## config.mk

```make
export PLATFORM = sky130hd
export DESIGN_NAME = rsa_rx_assist
export DESIGN_NICKNAME = d
export VERILOG_FILES = /design/src/rsa_pkg.sv /design/src/rsa_fifo.sv /design/src/rsa_rx_assist.sv
export SDC_FILE = /design/constraint.sdc
export NUM_CORES = 1
export LEC_CHECK = 0
export BUFFER_PORTS_ARGS = -buffer_cell sky130_fd_sc_hd__buf_4
export CAP_MARGIN = 10
export CELL_PAD_IN_SITES_DETAIL_PLACEMENT = 0
export CELL_PAD_IN_SITES_GLOBAL_PLACEMENT = 1
export CORE_ASPECT_RATIO = 0.6
export CORE_MARGIN = 2
export CORE_UTILIZATION = 45
export CTS_CLUSTER_DIAMETER = 30
export CTS_CLUSTER_SIZE = 24
export DETAILED_ROUTE_END_ITERATION = 8
export GPL_ROUTABILITY_DRIVEN = 0
export GPL_TIMING_DRIVEN = 0
export PLACE_DENSITY = 0.91
export SLEW_MARGIN = 20
export SYNTH_ARGS = -nofsm -noshare
export SYNTH_HDL_FRONTEND = slang
export SYNTH_SLANG_ARGS = --single-unit
```

## constraint.sdc

```tcl
create_clock -name core_clk -period 6.7 [get_ports core_clk]
set_input_delay 0.335 -clock core_clk [delete_from_list [all_inputs] [get_ports core_clk]]
set_output_delay 0.335 -clock core_clk [all_outputs]
set_load 0.01 [all_outputs]
```

## src/rsa_pkg.sv

```systemverilog
package rsa_pkg;
  localparam int RSSI_W = 8;
  localparam int FREQ_W = 16;
  localparam int BR_W = 16;
  localparam int FIFO_W = 1;
  localparam int FIFO_D = 8;
  localparam logic [7:0] PEAK_DROP = 8'h0c;
  localparam int CLK_HZ = 10000000;
  localparam int TEMP_LIMIT_US = 100;
  localparam int TEMP_CYCLES = TEMP_LIMIT_US * (CLK_HZ / 1000000);
  localparam logic [15:0] TEMP_DONE_CNT = 16'(TEMP_CYCLES - 1);
  localparam int FEI_BITS = 4;
  localparam int TO_MULT_SH = 4;
  localparam logic [15:0] LOW_INDEX_STEP = 16'h0008;
  localparam logic [1:0] SLICE_FIXED = 2'h0;
  localparam logic [1:0] SLICE_PEAK = 2'h1;
  localparam logic [1:0] SLICE_AVG = 2'h2;
  localparam logic [2:0] MODE_STBY = 3'h1;
  localparam logic [2:0] MODE_FS = 3'h2;
  localparam logic [2:0] MODE_RX = 3'h4;
  localparam logic [FREQ_W-1:0] CARRIER_RST = 16'h0000;
  typedef enum logic [2:0] {
    AFC_IDLE = 3'b001,
    AFC_MEAS = 3'b010,
    AFC_APPLY = 3'b100
  } rsa_afc_t;
endpackage

```

## src/rsa_fifo.sv

```systemverilog
`timescale 1ns/1ps
module rsa_fifo #(
  parameter int W = 1,
  parameter int D = 8
) (
  // clock and reset
  input wire logic core_clk,
  input wire logic rst_n,
  // fill side
  input wire logic in_valid,
  output logic in_ready,
  input wire logic [W-1:0] in_data,
  // drain side
  output logic out_valid,
  input wire logic out_ready,
  output logic [W-1:0] out_data
);
  localparam int AW = $clog2(D);
  logic [W-1:0] mem [D];
  logic [AW-1:0] wr_reg, rd_reg;
  logic [AW:0] cnt_reg;
  logic do_wr, do_rd;
  assign in_ready = cnt_reg != (AW+1)'(D);
  assign out_valid = cnt_reg != '0;
  assign out_data = mem[rd_reg];
  assign do_wr = in_valid && in_ready;
  assign do_rd = out_valid && out_ready;
  always_ff @(posedge core_clk) begin
    if (do_wr) begin
      mem[wr_reg] <= in_data;
    end
  end
  always_ff @(posedge core_clk or negedge rst_n) begin
    if (!rst_n) begin
      wr_reg <= '0;
      rd_reg <= '0;
      cnt_reg <= '0;
    end else begin
      if (do_wr) begin
        wr_reg <= AW'((32'(wr_reg) + 1) % D);
      end
      if (do_rd) begin
        rd_reg <= AW'((32'(rd_reg) + 1) % D);
      end
      cnt_reg <= cnt_reg + (AW+1)'(do_wr) - (AW+1)'(do_rd);
    end
  end
endmodule

```

## src/rsa_rx_assist.sv

```systemverilog
`timescale 1ns/1ps
module rsa_rx_assist (
  // clock and reset
  input wire logic core_clk,
  input wire logic rst_n,
  // mode
  input wire logic [2:0] op_mode,
  input wire logic packet_mode,
  input wire logic sync_disable,
  // demodulator
  input wire logic [7:0] rssi_level,
  input wire logic [1:0] ook_slicer_select,
  input wire logic [7:0] ook_floor_level,
  input wire logic [7:0] ook_decay_step,
  input wire logic [7:0] ook_decay_period,
  input wire logic [7:0] bitrate_high_byte,
  input wire logic [7:0] bitrate_low_byte,
  // recovered stream
  output logic recovered_clock_pin,
  output logic rec_valid,
  input wire logic rec_ready,
  output logic rec_data,
  output logic rec_overflow,
  // frequency correction
  input wire logic [15:0] freq_error_sample,
  input wire logic fei_start,
  input wire logic auto_correction_enable,
  input wire logic correction_start_bit,
  input wire logic correction_auto_clear,
  input wire logic low_index_correction_enable,
  input wire logic [7:0] low_index_offset,
  input wire logic [15:0] carrier_load,
  input wire logic carrier_load_en,
  output logic [15:0] freq_error_result,
  output logic [15:0] freq_correction_value,
  output logic [15:0] carrier_word,
  output logic fei_busy,
  output logic alt_bw_select,
  // temperature
  input wire logic temp_start_bit,
  input wire logic [7:0] adc_sample,
  output logic temp_running_flag,
  output logic [7:0] temp_result,
  output logic rx_blocks_off,
  // timeouts
  input wire logic [7:0] rx_start_timeout_count,
  input wire logic [7:0] post_detect_timeout_count,
  output logic signal_detect_flag,
  output logic timeout_irq
);
  logic in_rx, rx_prev_reg, rx_entry;
  logic [15:0] br_div, bit_cnt_reg;
  logic bit_tick;
  assign in_rx = op_mode == rsa_pkg::MODE_RX;
  assign rx_entry = in_rx && !rx_prev_reg;
  assign br_div = {bitrate_high_byte, bitrate_low_byte};
  assign bit_tick = in_rx && bit_cnt_reg == '0;
  always_ff @(posedge core_clk or negedge rst_n) begin
    if (!rst_n) begin
      rx_prev_reg <= 1'b0;
      bit_cnt_reg <= '0;
    end else begin
      rx_prev_reg <= in_rx;
      // free bit-period divider; reloaded at zero and on receive entry, data edges do not resync it
      if (rx_entry || bit_cnt_reg == '0) begin
        bit_cnt_reg <= br_div;
      end else begin
        bit_cnt_reg <= bit_cnt_reg - 16'h0001;
      end
    end
  end

  // slicer
  logic [7:0] peak_reg, avg_reg, dec_cnt_reg, thresh, peak_thr;
  logic raw_bit;
  assign peak_thr = (peak_reg > rsa_pkg::PEAK_DROP) ?
    peak_reg - rsa_pkg::PEAK_DROP : 8'h00;
  always_comb begin
    unique case (ook_slicer_select)
      rsa_pkg::SLICE_PEAK: thresh = (peak_thr > ook_floor_level) ?
        peak_thr : ook_floor_level;
      rsa_pkg::SLICE_AVG: thresh = avg_reg;
      default: thresh = ook_floor_level;
    endcase
  end
  assign raw_bit = rssi_level > thresh;
  always_ff @(posedge core_clk or negedge rst_n) begin
    if (!rst_n) begin
      peak_reg <= '0;
      dec_cnt_reg <= '0;
      avg_reg <= '0;
    end else begin
      // 1/8 leaky average; only unbiased for DC-free coding
      avg_reg <= 8'((11'(avg_reg) * 7 + 11'(rssi_level)) >> 3);
      if (rssi_level >= peak_reg) begin
        peak_reg <= rssi_level;
        dec_cnt_reg <= '0;
      end else if (dec_cnt_reg >= ook_decay_period) begin
        dec_cnt_reg <= '0;
        // nine bits so a high floor plus step cannot wrap
        peak_reg <= (9'(peak_reg) >
          9'(ook_floor_level) + 9'(ook_decay_step)) ?
          peak_reg - ook_decay_step : ook_floor_level;
      end else begin
        dec_cnt_reg <= dec_cnt_reg + 8'h01;
      end
    end
  end

  // bit synchronizer: phase reset on data edge, sample mid-bit
  logic last_bit_reg, sync_on, mid_tick, fifo_ready;
  logic [15:0] phase_reg;
  assign sync_on = packet_mode || !sync_disable;
  assign mid_tick = in_rx && phase_reg == {1'b0, br_div[15:1]};
  always_ff @(posedge core_clk or negedge rst_n) begin
    if (!rst_n) begin
      last_bit_reg <= 1'b0;
      phase_reg <= '0;
      recovered_clock_pin <= 1'b0;
      rec_data <= 1'b0;
      rec_overflow <= 1'b0;
    end else begin
      last_bit_reg <= raw_bit;
      // edge resync tolerates rate mismatch of a few percent
      if (raw_bit != last_bit_reg || phase_reg >= br_div) begin
        phase_reg <= '0;
      end else begin
        phase_reg <= phase_reg + 16'h0001;
      end
      if (!sync_on) begin
        recovered_clock_pin <= 1'b0;
        rec_data <= raw_bit;
      end else if (mid_tick) begin
        recovered_clock_pin <= 1'b1;
        rec_data <= raw_bit;
        rec_overflow <= rec_overflow | !fifo_ready;
      end else if (phase_reg == '0) begin
        recovered_clock_pin <= 1'b0;
      end
    end
  end
  rsa_fifo #(.W(rsa_pkg::FIFO_W), .D(rsa_pkg::FIFO_D)) u_fifo (
    .core_clk(core_clk),
    .rst_n(rst_n),
    .in_valid(sync_on && mid_tick),
    .in_ready(fifo_ready),
    .in_data(raw_bit),
    .out_valid(rec_valid),
    .out_ready(rec_ready),
    .out_data()
  );

  // frequency error and correction
  rsa_pkg::rsa_afc_t afc_reg;
  logic [2:0] fei_bits_reg;
  logic is_afc_reg;
  logic signed [19:0] acc_reg;
  logic [15:0] new_corr;
  assign fei_busy = afc_reg != rsa_pkg::AFC_IDLE;
  assign alt_bw_select = fei_busy && is_afc_reg;
  assign new_corr = freq_error_result + (low_index_correction_enable ?
    16'(low_index_offset * rsa_pkg::LOW_INDEX_STEP) : 16'h0000);
  always_ff @(posedge core_clk or negedge rst_n) begin
    if (!rst_n) begin
      afc_reg <= rsa_pkg::AFC_IDLE;
      fei_bits_reg <= '0;
      is_afc_reg <= 1'b0;
      acc_reg <= '0;
      freq_error_result <= '0;
      freq_correction_value <= '0;
      carrier_word <= rsa_pkg::CARRIER_RST;
    end else begin
      unique case (afc_reg)
        rsa_pkg::AFC_IDLE: begin
          if (carrier_load_en) begin
            carrier_word <= carrier_load;
          end
          // measurement validity relies on preamble at launch
          if ((auto_correction_enable && rx_entry) ||
              (!auto_correction_enable && correction_start_bit &&
               in_rx)) begin
            afc_reg <= rsa_pkg::AFC_MEAS;
            is_afc_reg <= 1'b1;
            fei_bits_reg <= '0;
            acc_reg <= '0;
            if (auto_correction_enable && correction_auto_clear) begin
              carrier_word <= carrier_word + freq_correction_value;
              freq_correction_value <= '0;
            end
          end else if (fei_start && in_rx) begin
            afc_reg <= rsa_pkg::AFC_MEAS;
            is_afc_reg <= 1'b0;
            fei_bits_reg <= '0;
            acc_reg <= '0;
          end
        end
        rsa_pkg::AFC_MEAS: begin
          if (bit_tick) begin
            acc_reg <= acc_reg + 20'(signed'(freq_error_sample));
            fei_bits_reg <= fei_bits_reg + 3'h1;
            if (fei_bits_reg == 3'(rsa_pkg::FEI_BITS - 1)) begin
              afc_reg <= rsa_pkg::AFC_APPLY;
            end
          end
        end
        rsa_pkg::AFC_APPLY: begin
          freq_error_result <= 16'(acc_reg >>> 2);
          afc_reg <= rsa_pkg::AFC_IDLE;
        end
        default: afc_reg <= rsa_pkg::AFC_IDLE;
      endcase
      if (afc_reg == rsa_pkg::AFC_IDLE && is_afc_reg &&
          fei_bits_reg == 3'(rsa_pkg::FEI_BITS)) begin
        freq_correction_value <= new_corr;
        carrier_word <= carrier_word - new_corr;
        fei_bits_reg <= '0;
      end
    end
  end

  // temperature
  logic [15:0] temp_cnt_reg;
  assign rx_blocks_off = temp_running_flag;
  always_ff @(posedge core_clk or negedge rst_n) begin
    if (!rst_n) begin
      temp_running_flag <= 1'b0;
      temp_cnt_reg <= '0;
      temp_result <= '0;
    end else if (!temp_running_flag) begin
      if (temp_start_bit && (op_mode == rsa_pkg::MODE_STBY ||
          op_mode == rsa_pkg::MODE_FS)) begin
        temp_running_flag <= 1'b1;
        temp_cnt_reg <= '0;
      end
    end else if (temp_cnt_reg == rsa_pkg::TEMP_DONE_CNT) begin
      temp_running_flag <= 1'b0;
      temp_result <= ~adc_sample;
    end else begin
      temp_cnt_reg <= temp_cnt_reg + 16'h0001;
    end
  end

  // timeouts
  logic [11:0] to_cnt_reg;
  logic detect_seen_reg, timed_out_reg;
  assign signal_detect_flag = in_rx && raw_bit;
  always_ff @(posedge core_clk or negedge rst_n) begin
    if (!rst_n) begin
      to_cnt_reg <= '0;
      detect_seen_reg <= 1'b0;
      timed_out_reg <= 1'b0;
      timeout_irq <= 1'b0;
    end else begin
      timeout_irq <= 1'b0;
      if (rx_entry || !in_rx) begin
        to_cnt_reg <= '0;
        detect_seen_reg <= 1'b0;
        timed_out_reg <= 1'b0;
      end else if (!detect_seen_reg && signal_detect_flag) begin
        detect_seen_reg <= 1'b1;
        to_cnt_reg <= '0;
        timed_out_reg <= 1'b0;
      end else if (bit_tick && !timed_out_reg) begin
        to_cnt_reg <= to_cnt_reg + 12'h001;
        if (!detect_seen_reg && rx_start_timeout_count != '0 &&
            to_cnt_reg + 12'h001 ==
            {rx_start_timeout_count, 4'h0}) begin
          timeout_irq <= 1'b1;
          timed_out_reg <= 1'b1;
        end
        if (detect_seen_reg && post_detect_timeout_count != '0 &&
            to_cnt_reg + 12'h001 ==
            {post_detect_timeout_count, 4'h0}) begin
          timeout_irq <= 1'b1;
          timed_out_reg <= 1'b1;
        end
      end
    end
  end
endmodule

```

Word-level counts from Yosys, hierarchy flattened
Index checks and enable logic that the tools add are counted.
{"block": "totals", "reg_bits": 180, "input_bits": 129, "elab_cells": 198}
{"block": "classes", "addsub": 16, "n_mul": 1, "n_lt_le_gt_ge": 7, "eq_ne": 25, "n_mux": 62, "bitwise": 2, "n_reduce_logical": 60}
{"cell": "16-bit 2-to-1 mux", "count": 14}
{"cell": "20-bit 2-to-1 mux", "count": 3}
{"cell": "8-bit 2-to-1 mux", "count": 7}
{"cell": "20-bit case mux with 2 select lines", "count": 1}
{"cell": "12-bit 2-to-1 mux", "count": 3}
{"cell": "16-bit by 1-bit adder with 16-bit output, second input constant", "count": 2}
{"cell": "16-bit zero test", "count": 2}
{"cell": "12-bit == test", "count": 2}
{"cell": "3-bit 2-to-1 mux", "count": 8}
{"cell": "1-bit logical AND", "count": 22}
{"cell": "1-bit 2-to-1 mux", "count": 22}
{"cell": "20-bit by 16-bit adder with 20-bit output", "count": 1}
{"cell": "16-bit by 11-bit adder with 16-bit output", "count": 1}
{"cell": "16-bit adder", "count": 1}
{"cell": "16-bit by 10-bit == test with 1-bit output, second input constant", "count": 1}
{"cell": "16-bit by 15-bit == test with 1-bit output", "count": 1}
{"cell": "16-bit greater-or-equal comparator", "count": 1}
{"cell": "8-bit greater-or-equal comparator", "count": 2}
{"cell": "8-bit greater-than comparator", "count": 2}
{"cell": "8-bit case mux with 2 select lines", "count": 1}
{"cell": "2-bit nonzero test", "count": 8}
{"cell": "8-bit nonzero test", "count": 2}
{"cell": "16-bit by 1-bit subtractor with 16-bit output, second input constant", "count": 1}
{"cell": "16-bit subtractor", "count": 1}
{"cell": "other kinds (34)", "count": 64}

Logic depth before layout (Yosys ltp)
Gate-level depths: netlist of run 1.
{"block": "logic_depth", "ltp_word": 10, "depth_mapped": 23, "ltp_nobuf": 22}

Hierarchy
A second synthesis of run 1 with hierarchy kept.
{"block": "hier_totals", "hier_cells": 1597, "hier_area_um2": 14611.5}
{"mod": "rsa_rx_assist", "instances": 1, "cells_per_inst": 1531, "area_per_inst_um2": 13711.9, "seq_area_each_um2": 4355.4}
{"mod": "rsa_fifo", "instances": 1, "cells_per_inst": 66, "area_per_inst_um2": 899.6, "seq_area_each_um2": 490.5}

Worst setup path after synthesis of run 1
OpenSTA, ideal clock, no wires.
{"block": "synth_path", "path_kind": "register -> register", "startpoint": "register peak_reg[2]", "endpoint": "register phase_reg[10]", "t_arrival_ns": 4.539, "t_required_ns": 6.606, "setup_slack_ns": 2.067, "path_stages_with_launch": 24, "n_path_buf": 1, "synth_period_minus_slack_ns": 4.633, "path_cell_list": "dfrtp_1 ha_1 o21a_1 nor3_1 nor2_1 ha_1 nor2b_1 o21a_1 o21ai_0 a21oi_1 o22ai_2 nor2_1 a22o_1 a222oi_1 ha_1 nor2b_1 o21a_1 o21ai_0 a211o_1 a21oi_1 xnor2_1 nand2_1 clkbuf_1 a211oi_1"}
{"block": "synth_between", "elab_chain_cells": 9, "elab_cells_between_ends": 10, "cone_classes": "1 x add/sub; 3 x order compare; 1 x eq/ne; 4 x mux; 1 x reduce/logical"}
{"element": "from (decl)", "line": "rsa_rx_assist.sv:74", "rtl": "logic [7:0] peak_reg, avg_reg, dec_cnt_reg, thresh, peak_thr;"}
{"element": "from (signal assigned)", "line": "rsa_rx_assist.sv:96", "rtl": "peak_reg <= rssi_level;"}
{"element": "from (signal assigned)", "line": "rsa_rx_assist.sv:101", "rtl": "peak_reg <= (9'(peak_reg) >"}
{"element": "8-bit by 4-bit subtractor with 8-bit output / 8-bit by 4-bit greater-than comparator with 1-bit output (equally long branches)", "line": "rsa_rx_assist.sv:77, rsa_rx_assist.sv:76"}
{"element": "8-bit 2-to-1 mux (*)", "line": "rsa_rx_assist.sv:76", "rtl": "assign peak_thr = (peak_reg > rsa_pkg::PEAK_DROP) ?"}
{"element": "8-bit greater-than comparator", "line": "rsa_rx_assist.sv:80", "rtl": "rsa_pkg::SLICE_PEAK: thresh = (peak_thr > ook_floor_level) ?"}
{"element": "8-bit 2-to-1 mux (*)", "line": "rsa_rx_assist.sv:80"}
{"element": "8-bit case mux with 2 select lines (*)", "line": "rsa_rx_assist.sv:79", "rtl": "unique case (ook_slicer_select)"}
{"element": "8-bit greater-than comparator (*)", "line": "rsa_rx_assist.sv:86", "rtl": "assign raw_bit = rssi_level > thresh;"}
{"element": "net raw_bit", "line": "rsa_rx_assist.sv:75", "rtl": "logic raw_bit;"}
{"element": "1-bit != test (*)", "line": "rsa_rx_assist.sv:125", "rtl": "if (raw_bit != last_bit_reg || phase_reg >= br_div) begin"}
{"element": "1-bit logical OR (*)", "line": "rsa_rx_assist.sv:125"}
{"element": "16-bit 2-to-1 mux (*)", "line": "rsa_rx_assist.sv:125"}
{"element": "to (signal assigned)", "line": "rsa_rx_assist.sv:128", "rtl": "phase_reg <= phase_reg + 16'h0001;"}
{"element": "to (decl)", "line": "rsa_rx_assist.sv:112", "rtl": "logic [15:0] phase_reg;"}
The timed path passes the listed nets; every way through them passes the cells marked *.
A chain may end at the register's enable or synchronous reset.

Worst setup path after layout of run 1
{"block": "layout_path", "startpoint": "register peak_reg[2]", "endpoint": "register phase_reg[5]"}
The elaborated chain is that of the path after synthesis.

==> results of run 1 <==
[power by group through the flow]
| stage | Clock, W | Sequential (W) | Combinational (W) |
|---|---|---|---|
| after global placement | 0 | 0.00154 | 0.00245 |
| final | 0.00107 | 0.00153 | 0.00259 |
| after global routing | 0.00113 | 0.00156 | 0.00294 |
| after CTS | 0.00109 | 0.00152 | 0.00257 |
| after floorplan | 0 | 0.00149 | 0.00190 |
| after detailed placement | 0 | 0.00154 | 0.00255 |
[worst max-delay path by stage]
stage,startpoint,endpoint,slack (ns),depth (start not counted)
6_report,peak_reg[2],phase_reg[5],0.71,23
5_1_grt,peak_reg[2],phase_reg[5],0.29,23
4_1_cts,peak_reg[2],signal_detect_flag,0.71,21
3_5_place_dp,peak_reg[2],phase_reg[5],0.81,23
3_3_place_gp,peak_reg[2],phase_reg[5],0.88,23
2_1_floorplan,peak_reg[2],phase_reg[10],2.07,23
[cell type report]
cell class	instances	area (um2)	area share
plain buffers	43	188.9	0.01128
clock buffers	19	452.9	0.02705
clock inverters	11	153.9	0.009192
inverters	95	356.6	0.02130
multi-input cells	1266	9120	0.5447
flip-flops and latches	178	4456	0.2661
repair buffers	195	1494	0.08923
well taps	416	520.5	0.03109
[stage by stage]
step           hold WS, ns  std cells  utilization  total power, W  setup WS, ns
2_1_floorplan      0.03941       1582            -        0.003384         2.067
3_5_place_dp        0.4145       2192       0.5197        0.004090        0.8070
5_1_grt            0.05499       2223       0.5396        0.005638        0.2856
4_1_cts            0.04888       2223       0.5396        0.005183        0.7096
3_3_place_gp        0.4610       2191       0.5183        0.003985        0.8756
6_report           0.07347       2223       0.5396        0.005187        0.7088
[cell usage in the layout, fill, tap and decap left out, drive strengths merged, types with 17 or more instances in the layout]
| cell | Yosys | final |
|---|---|---|
| a211oi | 35 | 35 |
| a21o | 31 | 31 |
| a21oi | 87 | 87 |
| and2 | 18 | 18 |
| and3 | 22 | 22 |
| buf | 11 | 205 |
| clkbuf | 32 | 51 |
| dfrtp | 177 | 177 |
| fa | 20 | 20 |
| ha | 159 | 159 |
| inv | 95 | 98 |
| mux2i | 19 | 19 |
| nand2 | 145 | 145 |
| nand2b | 17 | 17 |
| nand3 | 54 | 54 |
| nor2 | 126 | 126 |
| nor2b | 24 | 24 |
| nor3 | 40 | 40 |
| o21a | 18 | 18 |
| o21ai | 112 | 112 |
| xnor2 | 69 | 69 |
| xor2 | 91 | 91 |
[Yosys cell counts, types with 6 or more instances]
cell,n
dfrtp_1,177
ha_1,159
nand2_1,144
nor2_1,126
o21ai_0,108
inv_1,95
xor2_1,91
a21oi_1,87
xnor2_1,69
nand3_1,53
nor3_1,40
a211oi_1,35
a21o_1,31
clkbuf_1,31
nor2b_1,24
and3_1,21
fa_1,20
mux2i_1,19
o21a_1,18
and2_1,17
nand2b_1,17
mux2_2,16
nand4_1,15
a31oi_1,12
o31ai_1,12
a22o_1,9
nor4_1,9
or3_1,9
o211ai_1,8
a222oi_1,7
o21bai_1,7
o22ai_1,7
or2_2,6
[critical path, stage by stage, from the launching register on]
cell	delay, ns
dfrtp_1	0.52
ha_1	0.30
o21a_1	0.12
nor3_1	0.41
nor2_1	0.15
ha_1	0.32
nor2b_1	0.13
o21a_1	0.15
o21ai_0	0.16
a21oi_1	0.11
o22ai_2	0.34
nor2_1	0.21
a22o_1	0.22
a222oi_1	0.23
ha_1	0.19
nor2b_1	0.14
o21a_1	0.11
o21ai_0	0.07
a211o_1	0.26
a21oi_1	0.68
xnor2_1	0.23
nand2_1	0.19
clkbuf_1	0.28
a211oi_1	0.35
[cells by family after synthesis]
logic type                 Yosys count  synth area share
AOI/OAI and AO/OA                  383            0.1741
xor gates and xnor gates           160           0.09928
adders and majority gates          179            0.1693
buffers and inverters              138           0.03865
DFF                                178            0.3157
muxes                               35           0.02624
and+or+nand+nor                    509            0.1768
[layer usage]
layer  share of wire  wire, um  vias up  track usage
met2            0.41     16270      453       0.3474
met1            0.50     19510     6154       0.3771
met3           0.077      3038       38      0.04794
li1                -         -     6048            -
met5               0         0        -            0
met4           0.012       466        0      0.04660
==> run summary, run 1 <==
The net switching share of the total power came out at 0.4107. Setup violations remaining at the end of the flow were counted as 0. For the placed standard-cell area, the log shows 16130 um2. The number of flip-flops in the largest register is 18, and the max-slew violation total from the final report is 0. The run gives 0.0002434 V as the maximum vdd drop. The total half-perimeter wirelength after legalization and detailed placement is 30460 um. The top-level I/O count is 195.

For the violation count after the first detailed-routing iteration, the log shows 1105. The tightest slew margin relative to the limit was 0.2929; the worst setup skew after layout was 0.008039 ns. The type of the worst setup path is reg2reg.

The logs give 7.04 ns for the critical path data required time and 6.33 ns for the arrival time of the worst setup path. The run gives 4 as the level count of the clock H-tree. The capturing point of the worst reg2reg path was phase_reg[5]. The logs give 0.3157 for the share of synthesized area occupied by flip-flops and latches and 0.003057 W for the internal power. The per-cell routed wire length came out at 17.67 um. From synthesis to final layout, the design area changed by 18.62%. The top cell type's share of synthesized area came out at 0.3138. The maximum number of pins on one net before global-route repair is 91, and the net count after synthesis is 1890. The tools report the endpoint of the worst hold path as temp_result[0].

The logs give 16740 um2 for the final instance area and 0 for the number of hold violations in the final report. Among all flip-flop cells after synthesis, the most frequent one is dfrtp_1. The first global-routing pass estimated 63400 um of wire. Wires add up to 39290 um.

The net count of the finished layout is 2104. The die is 232.6 um wide. The power share of the sequential group is 0.294, and the leakage component of the power is 8.038 nW.

The maximum fanout count along the critical path was 10. The tools report the total negative setup slack as 0 ns. The per-instance average area after synthesis is 8.922 um2, and the later-pin clock latency in the skew report is 0.45 ns.

For the number of max-cap violations, the log shows 0. The synthesized design contains 0 enable-type register cells. The tools report the initial core utilization as 0.4549.

In this run the power density over the cells is 309.8 nW/um2. The logs give 0.2430 for the global-route total usage across every layer and 0 for the DRC violations left. Setup repair after global routing left no endpoint under its margin. The shortest period the worst path allows is 5.991 ns, and the number of vias in the routed layout is 12693. In this run the tool buffered the top-level ports with 193 buffer cells. For the proportion of power drawn by the clock network, the log shows 0.206. The tools report the TritonCTS sink count as 178. STA classifies the critical path endpoint as a flop. In the routed layout, each cell is associated on average with a via count of 5.710. The initial antenna violation count was 0. The analysis attributes to net switching a power of 0.002130 W. For this run, the top clock speed supported by timing is 166.9 MHz. Summed over all layers, the global routing overflow is 0. In this run the post-CTS setup repair buffer count came out at 0.

In this run the register-to-register setup slack is 0.71 ns. The synthesized design contains 178 register bits. The die height was 141.2 um. By area the synthesized netlist is led by dfrtp_1 31%, ha_1 14%, xor2_1 5.6%. TritonCTS built the clock tree. The worst hold path begins at adc_sample[0]. The tools report the via count of the first global-routing pass as 12072.

The final critical-path share of the clock period works out to 0.8942. The run gives 0 as the number of warnings printed during yosys synthesis. For the row count, the log shows 50.

Core footprint: 31030 um2. The async set-or-reset flop fraction in the synthesized netlist was 1.000. The fraction of final layout cells sized beyond drive strength 1 came out at 0.1511. The layout has 2851 filler cells. The startpoint identified for the worst register-to-register timing path is peak_reg[2].

The run finished with clean final reports. Counting the buffers created by CTS gives 17. The clock transition at the registers of the reported paths was 0.07 ns.

The number of cells on the worst hold path came out at 2. The post-cts hold buffer count was 1; the number of antenna-violating nets in the routed design was 0. Worst min-delay path class: in2reg.

The repair_antennas step left the layout with diodes totalling 0. The master cell of the clock root buffer was clkbuf_16. dfrtp_1 takes more of the synthesized area than any other cell. The gate count after technology mapping was 1582. The synthesized netlist occupies a cell area of 14110 um2. Post-CTS repair changed the size of 0 cells. The logs give 0.500 for the relative contribution of combinational cells to total power and 2 for the maximum clock insertion buffer count.

The die covers 32850 um2. The startpoint type of the worst setup path was a flop. The run gives 78 as the number of distinct standard cells referenced by the synthesized netlist.

At the pin with the least slew margin, the transition time is 1.034 ns. The first detailed-routing pass ran for 7 iterations. Measured in cells, the most critical reg-to-reg path has a length of 23.
(Power assumes the default switching activity.)
==> inputs of run 2 (changes only) <==
--- a/config.mk
+++ b/config.mk
@@ -12,8 +12,9 @@
 export CORE_ASPECT_RATIO = 0.6
 export CORE_MARGIN = 2
 export CORE_UTILIZATION = 45
+export CTS_BUF_LIST = sky130_fd_sc_hd__clkbuf_16
 export CTS_CLUSTER_DIAMETER = 30
-export CTS_CLUSTER_SIZE = 24
+export CTS_CLUSTER_SIZE = 30
 export DETAILED_ROUTE_END_ITERATION = 8
 export GPL_ROUTABILITY_DRIVEN = 0
 export GPL_TIMING_DRIVEN = 0
==> run summary, run 2 (synthesis gave the netlist of run 1 again) <==
The run gives 2104 (unchanged) as the number of nets in the final layout. The kind of cell with the highest combined delay on the critical path is compound AO/OA/AOI/OAI gates. The later-pin clock latency in the skew report was 0.45 ns (about the same); the arrival time of the worst setup path was 6.37 ns (+0.04 ns). For the number of buffers created by CTS, the log shows 17 (unchanged). The tools report the tightest slew margin relative to the limit as 0.2837 (-0.009161). The TritonCTS sink count is 178 (unchanged). The count of cells resized by post-cts repair is 0 (unchanged), and the maximum clock insertion buffer count is 2 (unchanged).

The critical path data required time is 7.03 ns (about the same). Shortest period the worst path allows: 6.042 ns (+0.05125 ns). The leakage component of the power was 8.027 nW (-0.14%); the global-route total usage across every layer was 0.2427 (-0.0002633).

The maximum fanout count along the critical path was 10 (unchanged); the DRC violations left was 0 (unchanged). The cell area power density was 308.6 nW/um2 (-0.39%). Per-cell routed wire length: 17.60 um (-0.44%). The run finished with clean final reports. The detailed-router iteration count before antenna repair is 6 (-1).

The worst hold path startpoint is adc_sample[4]. The library cell used most frequently in the layout, excluding fill and tap cells, is buf_4. The number of buffers inserted by port buffering works out to 193 (unchanged).

The number of vias in the routed layout is 12625 (-0.54%), and the largest incremental delay on the critical path is 0.69 ns (about the same). The worst setup path is of the reg2reg kind. The total negative setup slack came out at 0 ns (unchanged). The achievable frequency is 165.5 MHz (-0.85%). The logs give 0 (unchanged) for the buffers inserted during post-CTS setup optimization and 12060 (-0.099%) for the via count of the first global-routing pass.

Relative to the synthesized area, the layout overhead comes to 18.47%. Setup repair after global routing left no endpoint under its margin. The run gives 4456 um2 (unchanged) as the area taken by flip-flops and latches.

The most critical setup path has its startpoint at peak_reg[2]. For the level count of the clock H-tree, the log shows 4 (unchanged). The final setup violation count came out at 0 (unchanged). The number of hold violations in the final report is 0 (unchanged). The top cell types in the final layout, fill and taps aside, are 194 x buf_4, 177 x dfrtp_1, 159 x ha_1. The logs give 1009 (-8.7%) for the violation count after the first detailed-routing iteration and 0.007822 ns (-0.0002160 ns) for the worst setup skew after layout. Multi-input gate area in the final layout: 9120 um2 (unchanged).

The run gives 0 (unchanged) as the max-slew violation total from the final report. The master cell of the clock root buffer is clkbuf_16. Initial core utilization: 0.4549 (unchanged). The floorplan die width was 232.6 um (unchanged); the number of antenna-violating nets in the routed design was 0 (unchanged).

The tools report the core footprint as 31030 um2 (unchanged). The buffers plus inverters on the worst setup path was 1 (unchanged); the die height was 141.2 um (unchanged). The post-cts hold buffer count is 1 (unchanged).

The fraction of final layout cells sized beyond drive strength 1 came out at 0.1500 (-0.001107). The global-route wire length before repair came out at 63330 um (-0.11%). The transition time at the pin with the least slew margin is 1.047 ns (+0.01340 ns), and the final critical-path share of the clock period is 0.9019 (+0.007649).

STA classifies the critical path startpoint as a flop. The critical path goes through ha_1 -> o21a_1 -> nor3_1 -> nor2_1 -> ha_1 -> nor2b_1 -> o21a_1 -> o21ai_0 -> a21oi_1 -> o22ai_2 -> nor2_1 -> a22o_1 -> a222oi_1 -> ha_1 -> nor2b_1 -> o21a_1 -> o21ai_0 -> a211o_1 -> a21oi_1 -> xnor2_1 -> nand2_1 -> clkbuf_1 -> a211oi_1. STA classifies the critical path endpoint as a flop. The startpoint identified for the worst register-to-register timing path is peak_reg[2]. Count of filler cells inserted in the layout: 2857 (+0.21%). The run gives 0 (unchanged) as the final global-route overflow total. The total die area was 32850 um2 (unchanged); the post-layout total power was 0.005160 W (-0.51%). The maximum number of pins on one net before global-route repair was 91 (unchanged); the via-per-instance ratio was 5.679 (-0.54%). For the top-level I/O count, the log shows 195 (unchanged). The clock transition at the registers of the reported paths works out to 0.07 ns (about the same). The run gives 0.0002419 V (-0.63%) as the maximum vdd drop. The run gives 0 (unchanged) as the antenna cell count. The row count came out at 50 (unchanged). TritonCTS built the clock tree. The tools report the number of max-cap violations as 0 (unchanged). The path class of the tightest hold or removal check is in2reg. The total length of routed wires came out at 39120 um (-0.44%).

The slowest stage of the critical path belongs to the cell a21oi_1. The total half-perimeter wirelength after legalization and detailed placement is 30460 um (unchanged), and the final core utilization is 0.5389 (-0.0006450). For the initial antenna violation count, the log shows 0 (unchanged). The number of flip-flops in the largest register was 18 (unchanged).
==> run 2: routing by layer <==
metal / track usage / part of all wire / up-vias
met5: 0 / 0 / -
met3: 0.04794 / 0.069 / 37
met2: 0.3463 / 0.41 / 415
met4: 0.04660 / 0.012 / 0
met1: 0.3772 / 0.51 / 6114
li1: - / - / 6059
==> run 2: report_power, final <==
group	switching, W	leakage (nW)	internal (W)	total (W)
logic	0.00141	5.45	0.00118	0.00259
registers	0.000254	2.30	0.00127	0.00153
clock network	0.000461	0.281	0.000584	0.00104
==> run 2: path summary, 6_finish.rpt <==
path / to / slack (ns) / depth (start not counted)
max reg2reg: phase_reg[5] / 0.66 / 23
min reg2reg: temp_result[1] / 0.48 / 2
max: phase_reg[5] / 0.66 / 23
min: temp_result[4] / 0.07 / 2
min in group asynchronous: dec_cnt_reg[4] / 0.50 / 2
max in group asynchronous: u_fifo.cnt_reg[1] / 5.27 / 3
==> run 2: area by class of cell <==
class,count,area share
multi-input cells,1266,0.5454
flip-flops and latches,178,0.2664
repair buffers,195,0.08934
well taps,416,0.03113
clock buffers,17,0.02544
inverters,95,0.02132
plain buffers,43,0.01130
clock inverters,13,0.009652
==> run 2: metrics by stage <==
stage	cells	worst slack, ns	hold WS, ns	area, um2
2_1_floorplan	1582	2.067	0.03941	14110
3_3_place_gp	2191	0.8756	0.4610	16080
3_5_place_dp	2192	0.8070	0.4145	16130
4_1_cts	2223	0.7096	0.04888	16720
5_1_grt	2223	0.2856	0.05499	16720
6_report	2223	0.6575	0.07393	16720
==> run 2: worst register-to-register path: cells and delay by family, from the launching register on <==
kind	cells	cell delay, ns
AND/OR/NAND/NOR	6	1.22
flip-flops	1	0.51
buffers and inverters	1	0.28
XOR/XNOR	1	0.23
adder cells (fa/ha/maj)	3	0.81
AO/OA/AOI/OAI	12	2.86
==> inputs of run 3 (changes only) <==
==> constraint.sdc (replaced) <==
create_clock -name core_clk -period 6.7 [get_ports core_clk]
set_input_delay 0.67 -clock core_clk [delete_from_list [all_inputs] [get_ports core_clk]]
set_output_delay 0.67 -clock core_clk [all_outputs]
set_load 0.01 [all_outputs]
==> run summary, run 3 (synthesis gave the netlist of run 1 again) <==
The DRC violations left came out at 0 (unchanged). The arrival time of the worst setup path is 5.66 ns (-0.71 ns). The tools report the antenna cell count as 0 (unchanged). Detailed-routing wirelength on met1: 19680 um (-0.70%).

Initial antenna violation count: 0 (unchanged). The library cells used most frequently in the layout, excluding fill and tap cells, are 194 x buf_4, 177 x dfrtp_1, 159 x ha_1. Setup repair after global routing left no endpoint under its margin.

The shortest period the worst path allows came out at 6.332 ns (+0.2892 ns). For the later-pin clock latency in the skew report, the log shows 0.45 ns (about the same). The buffers plus inverters on the worst setup path works out to 1 (unchanged). The clock transition at the registers of the reported paths is 0.07 ns (about the same), and the die height is 141.2 um (unchanged). For the number of vias in the routed layout, the log shows 12642 (+0.13%). The number of flip-flops in the largest register is 18 (unchanged).

The fraction of final layout cells sized beyond drive strength 1 is 0.1501 (about the same), and the row count is 50 (unchanged). The logs give 0 (unchanged) for the count of cells resized by post-cts repair and 2 (unchanged) for the maximum clock insertion buffer count. The worst min-delay path class was in2async. The run gives 0.005166 W (+0.10%) as the post-layout total power. The initial core utilization is 0.4549 (unchanged). The flow ran to the end, and the final reports show no timing, DRC or antenna violations.

The per-cell routed wire length was 17.64 um (+0.27%); the proportion of power drawn by the clock network was 0.202 (about the same). The critical path data required time is 6.03 ns (-1.00 ns). The growth of design area from synthesis to finish is 18.40% (about the same). For this design, the slowest cell found on the critical path is a21oi_1.

The number of hold violations in the final report was 0 (unchanged). For the switching power of the nets, the log shows 0.002132 W (+0.24%). Traced cell by cell, the critical path runs through ha_1 -> o21a_1 -> nor3_1 -> nor2_1 -> ha_1 -> nor2b_1 -> o21a_1 -> o21ai_0 -> a21oi_1 -> o22ai_2 -> nor2_1 -> a22o_1 -> a222oi_1 -> ha_1 -> nor2b_1 -> o21a_1 -> o21ai_0 -> a211o_1 -> a21oi_1 -> and2_1 -> buf_4.

The run gives 960 (-4.9%) as the violation count after the first detailed-routing iteration. The run gives 39200 um (+0.22%) as the total length of routed wires. The maximum vdd drop came out at 0.0002439 V (+0.85%). The logs give 2222 (-0.045%) for the final non-filler cell total and 0.3452 (+0.06154) for the tightest slew margin relative to the limit. The maximum number of pins on one net before global-route repair is 91 (unchanged).

The post-cts hold buffer count came out at 0 (-1). The number of nets in the final layout was 2103 (-0.048%); the number of buffers inserted by port buffering was 193 (unchanged). The master cell of the clock root buffer was clkbuf_16. The transition time at the pin with the least slew margin came out at 0.9574 ns (-0.08999 ns).

The global-route total usage across every layer was 0.2427 (about the same). The critical path capture point type is an output port. The final setup violation count came out at 0 (unchanged).

Achievable frequency: 157.9 MHz (-4.6%). The tools report the level count of the clock H-tree as 4 (unchanged). The worst setup skew after layout came out at 0.007791 ns (-0.00003167 ns). The net switching share of the total power is 0.4127 (+0.0005480). The critical path in this run is classified as reg2out. The core footprint is 31030 um2 (unchanged).

The global-route wire length before repair was 63300 um (about the same); the via-per-instance ratio was 5.689 (+0.18%). For the total die area, the log shows 32850 um2 (unchanged). The run gives 30460 um (unchanged) as the total half-perimeter wirelength after legalization and detailed placement. The floorplan die width is 232.6 um (unchanged). The maximum fanout count along the critical path works out to 10 (unchanged). The tools report the via count of the first global-routing pass as 12046 (-0.12%). Signal routing reaches up to met4. The largest incremental delay on the critical path was 0.68 ns (about the same); the buffers inserted during post-CTS setup optimization was 0 (unchanged).

The TritonCTS sink count came out at 178 (unchanged). The max-slew violation total from the final report came out at 0 (unchanged). The run gives 0 (unchanged) as the number of max-cap violations.

Leaving out fill and tap cells, the most frequent cell in the layout is buf_4. The final global-route overflow total came out at 0 (unchanged). For the detailed-router iteration count before antenna repair, the log shows 5 (-1).

TritonCTS built the clock tree. The final critical-path share of the clock period is 0.9450 (+0.04316), and the length of routed met2 wiring is 16240 um (+0.54%). The number of buffers created by CTS came out at 17 (unchanged). The run gives 0 (unchanged) as the number of antenna-violating nets in the routed design. The top-level I/O count was 195 (unchanged). The logs give 0 ns (unchanged) for the total negative setup slack and 0.296 (about the same) for the power share of the sequential group. The tools report the internal power as 0.003034 W (about the same). Broken down by cell family, the worst path's largest delay share belongs to compound AO/OA/AOI/OAI gates. The wire length on met3 is 2830 um (+5.5%). The relative contribution of combinational cells to total power came out at 0.502 (about the same).

The cell area power density is 309.1 nW/um2 (+0.16%), and the total placed cells including tap cells is 2192 (unchanged). Leakage component of the power: 8.022 nW (about the same). STA classifies the critical path startpoint as a flop.
[run 3: cell types whose count changed in the layout (fill, tap and decap cells not counted), sizes merged]
cell,before,now
dlygate4sd3,1,0
[run 3: layer usage]
metal  GRT usage  vias up
met2      0.3460      411
li1            -     6055
met1      0.3772     6139
met4     0.04660        0
met5           0        -
met3     0.04794       37
[run 3: layout make-up]
| class | instances | area [um2] |
|---|---|---|
| fillers | 2858 | 14320 |
| multi-input cells | 1266 | 9120 |
| flip-flops and latches | 178 | 4456 |
| repair buffers | 194 | 1484 |
| well taps | 416 | 520.5 |
| clock buffers | 17 | 425.4 |
| inverters | 95 | 356.6 |
| plain buffers | 43 | 188.9 |
| clock inverters | 13 | 161.4 |
[run 3: final timing paths]
path / start / endpoint / slack [ns] / cells past startpoint
setup / recovery: peak_reg[2] / signal_detect_flag / 0.37 / 21
hold / removal: rst_n / dec_cnt_reg[4] / 0.24 / 1
setup reg to reg: peak_reg[2] / phase_reg[5] / 0.71 / 23
hold reg to reg: acc_reg[0] / acc_reg[0] / 0.48 / 2
max in group asynchronous: rst_n / bit_cnt_reg[3] / 5.54 / 2
min in group core_clk: adc_sample[0] / temp_result[0] / 0.41 / 2
[run 3: power groups by stage]
stage	Sequential (W)	Combinational, W	Clock, W
after floorplan	0.00149	0.00190	0
after global placement	0.00154	0.00245	0
after detailed placement	0.00154	0.00255	0
after CTS	0.00152	0.00257	0.00106
after global routing	0.00156	0.00294	0.00111
final	0.00153	0.00259	0.00105
[run 3: worst register-to-register path: stages, from the launching register on]
cell and delay [ns]:
dfrtp_1 0.51, ha_1 0.30, o21a_1 0.12, nor3_1 0.40, nor2_1 0.15, ha_1 0.32, nor2b_1 0.13, o21a_1 0.15
o21ai_0 0.17, a21oi_1 0.11, o22ai_2 0.35, nor2_1 0.21, a22o_1 0.23, a222oi_1 0.23, ha_1 0.19, nor2b_1 0.14
o21a_1 0.11, o21ai_0 0.07, a211o_1 0.25, a21oi_1 0.68, xnor2_1 0.23, nand2_1 0.19, clkbuf_1 0.28, a211oi_1 0.34
[run 3: metrics by stage]
stage	cell area, um2	hold slack [ns]	util	setup WS, ns
finish	16710	0.2398	0.5386	0.3684
global route	16710	0.3008	0.5386	0.01360
CTS	16710	0.2688	0.5386	0.3746
detailed placement	16130	0.4757	0.5197	0.8070
global placement	16080	0.4610	0.5183	0.8756
floorplan	14110	0.3744	-	1.997
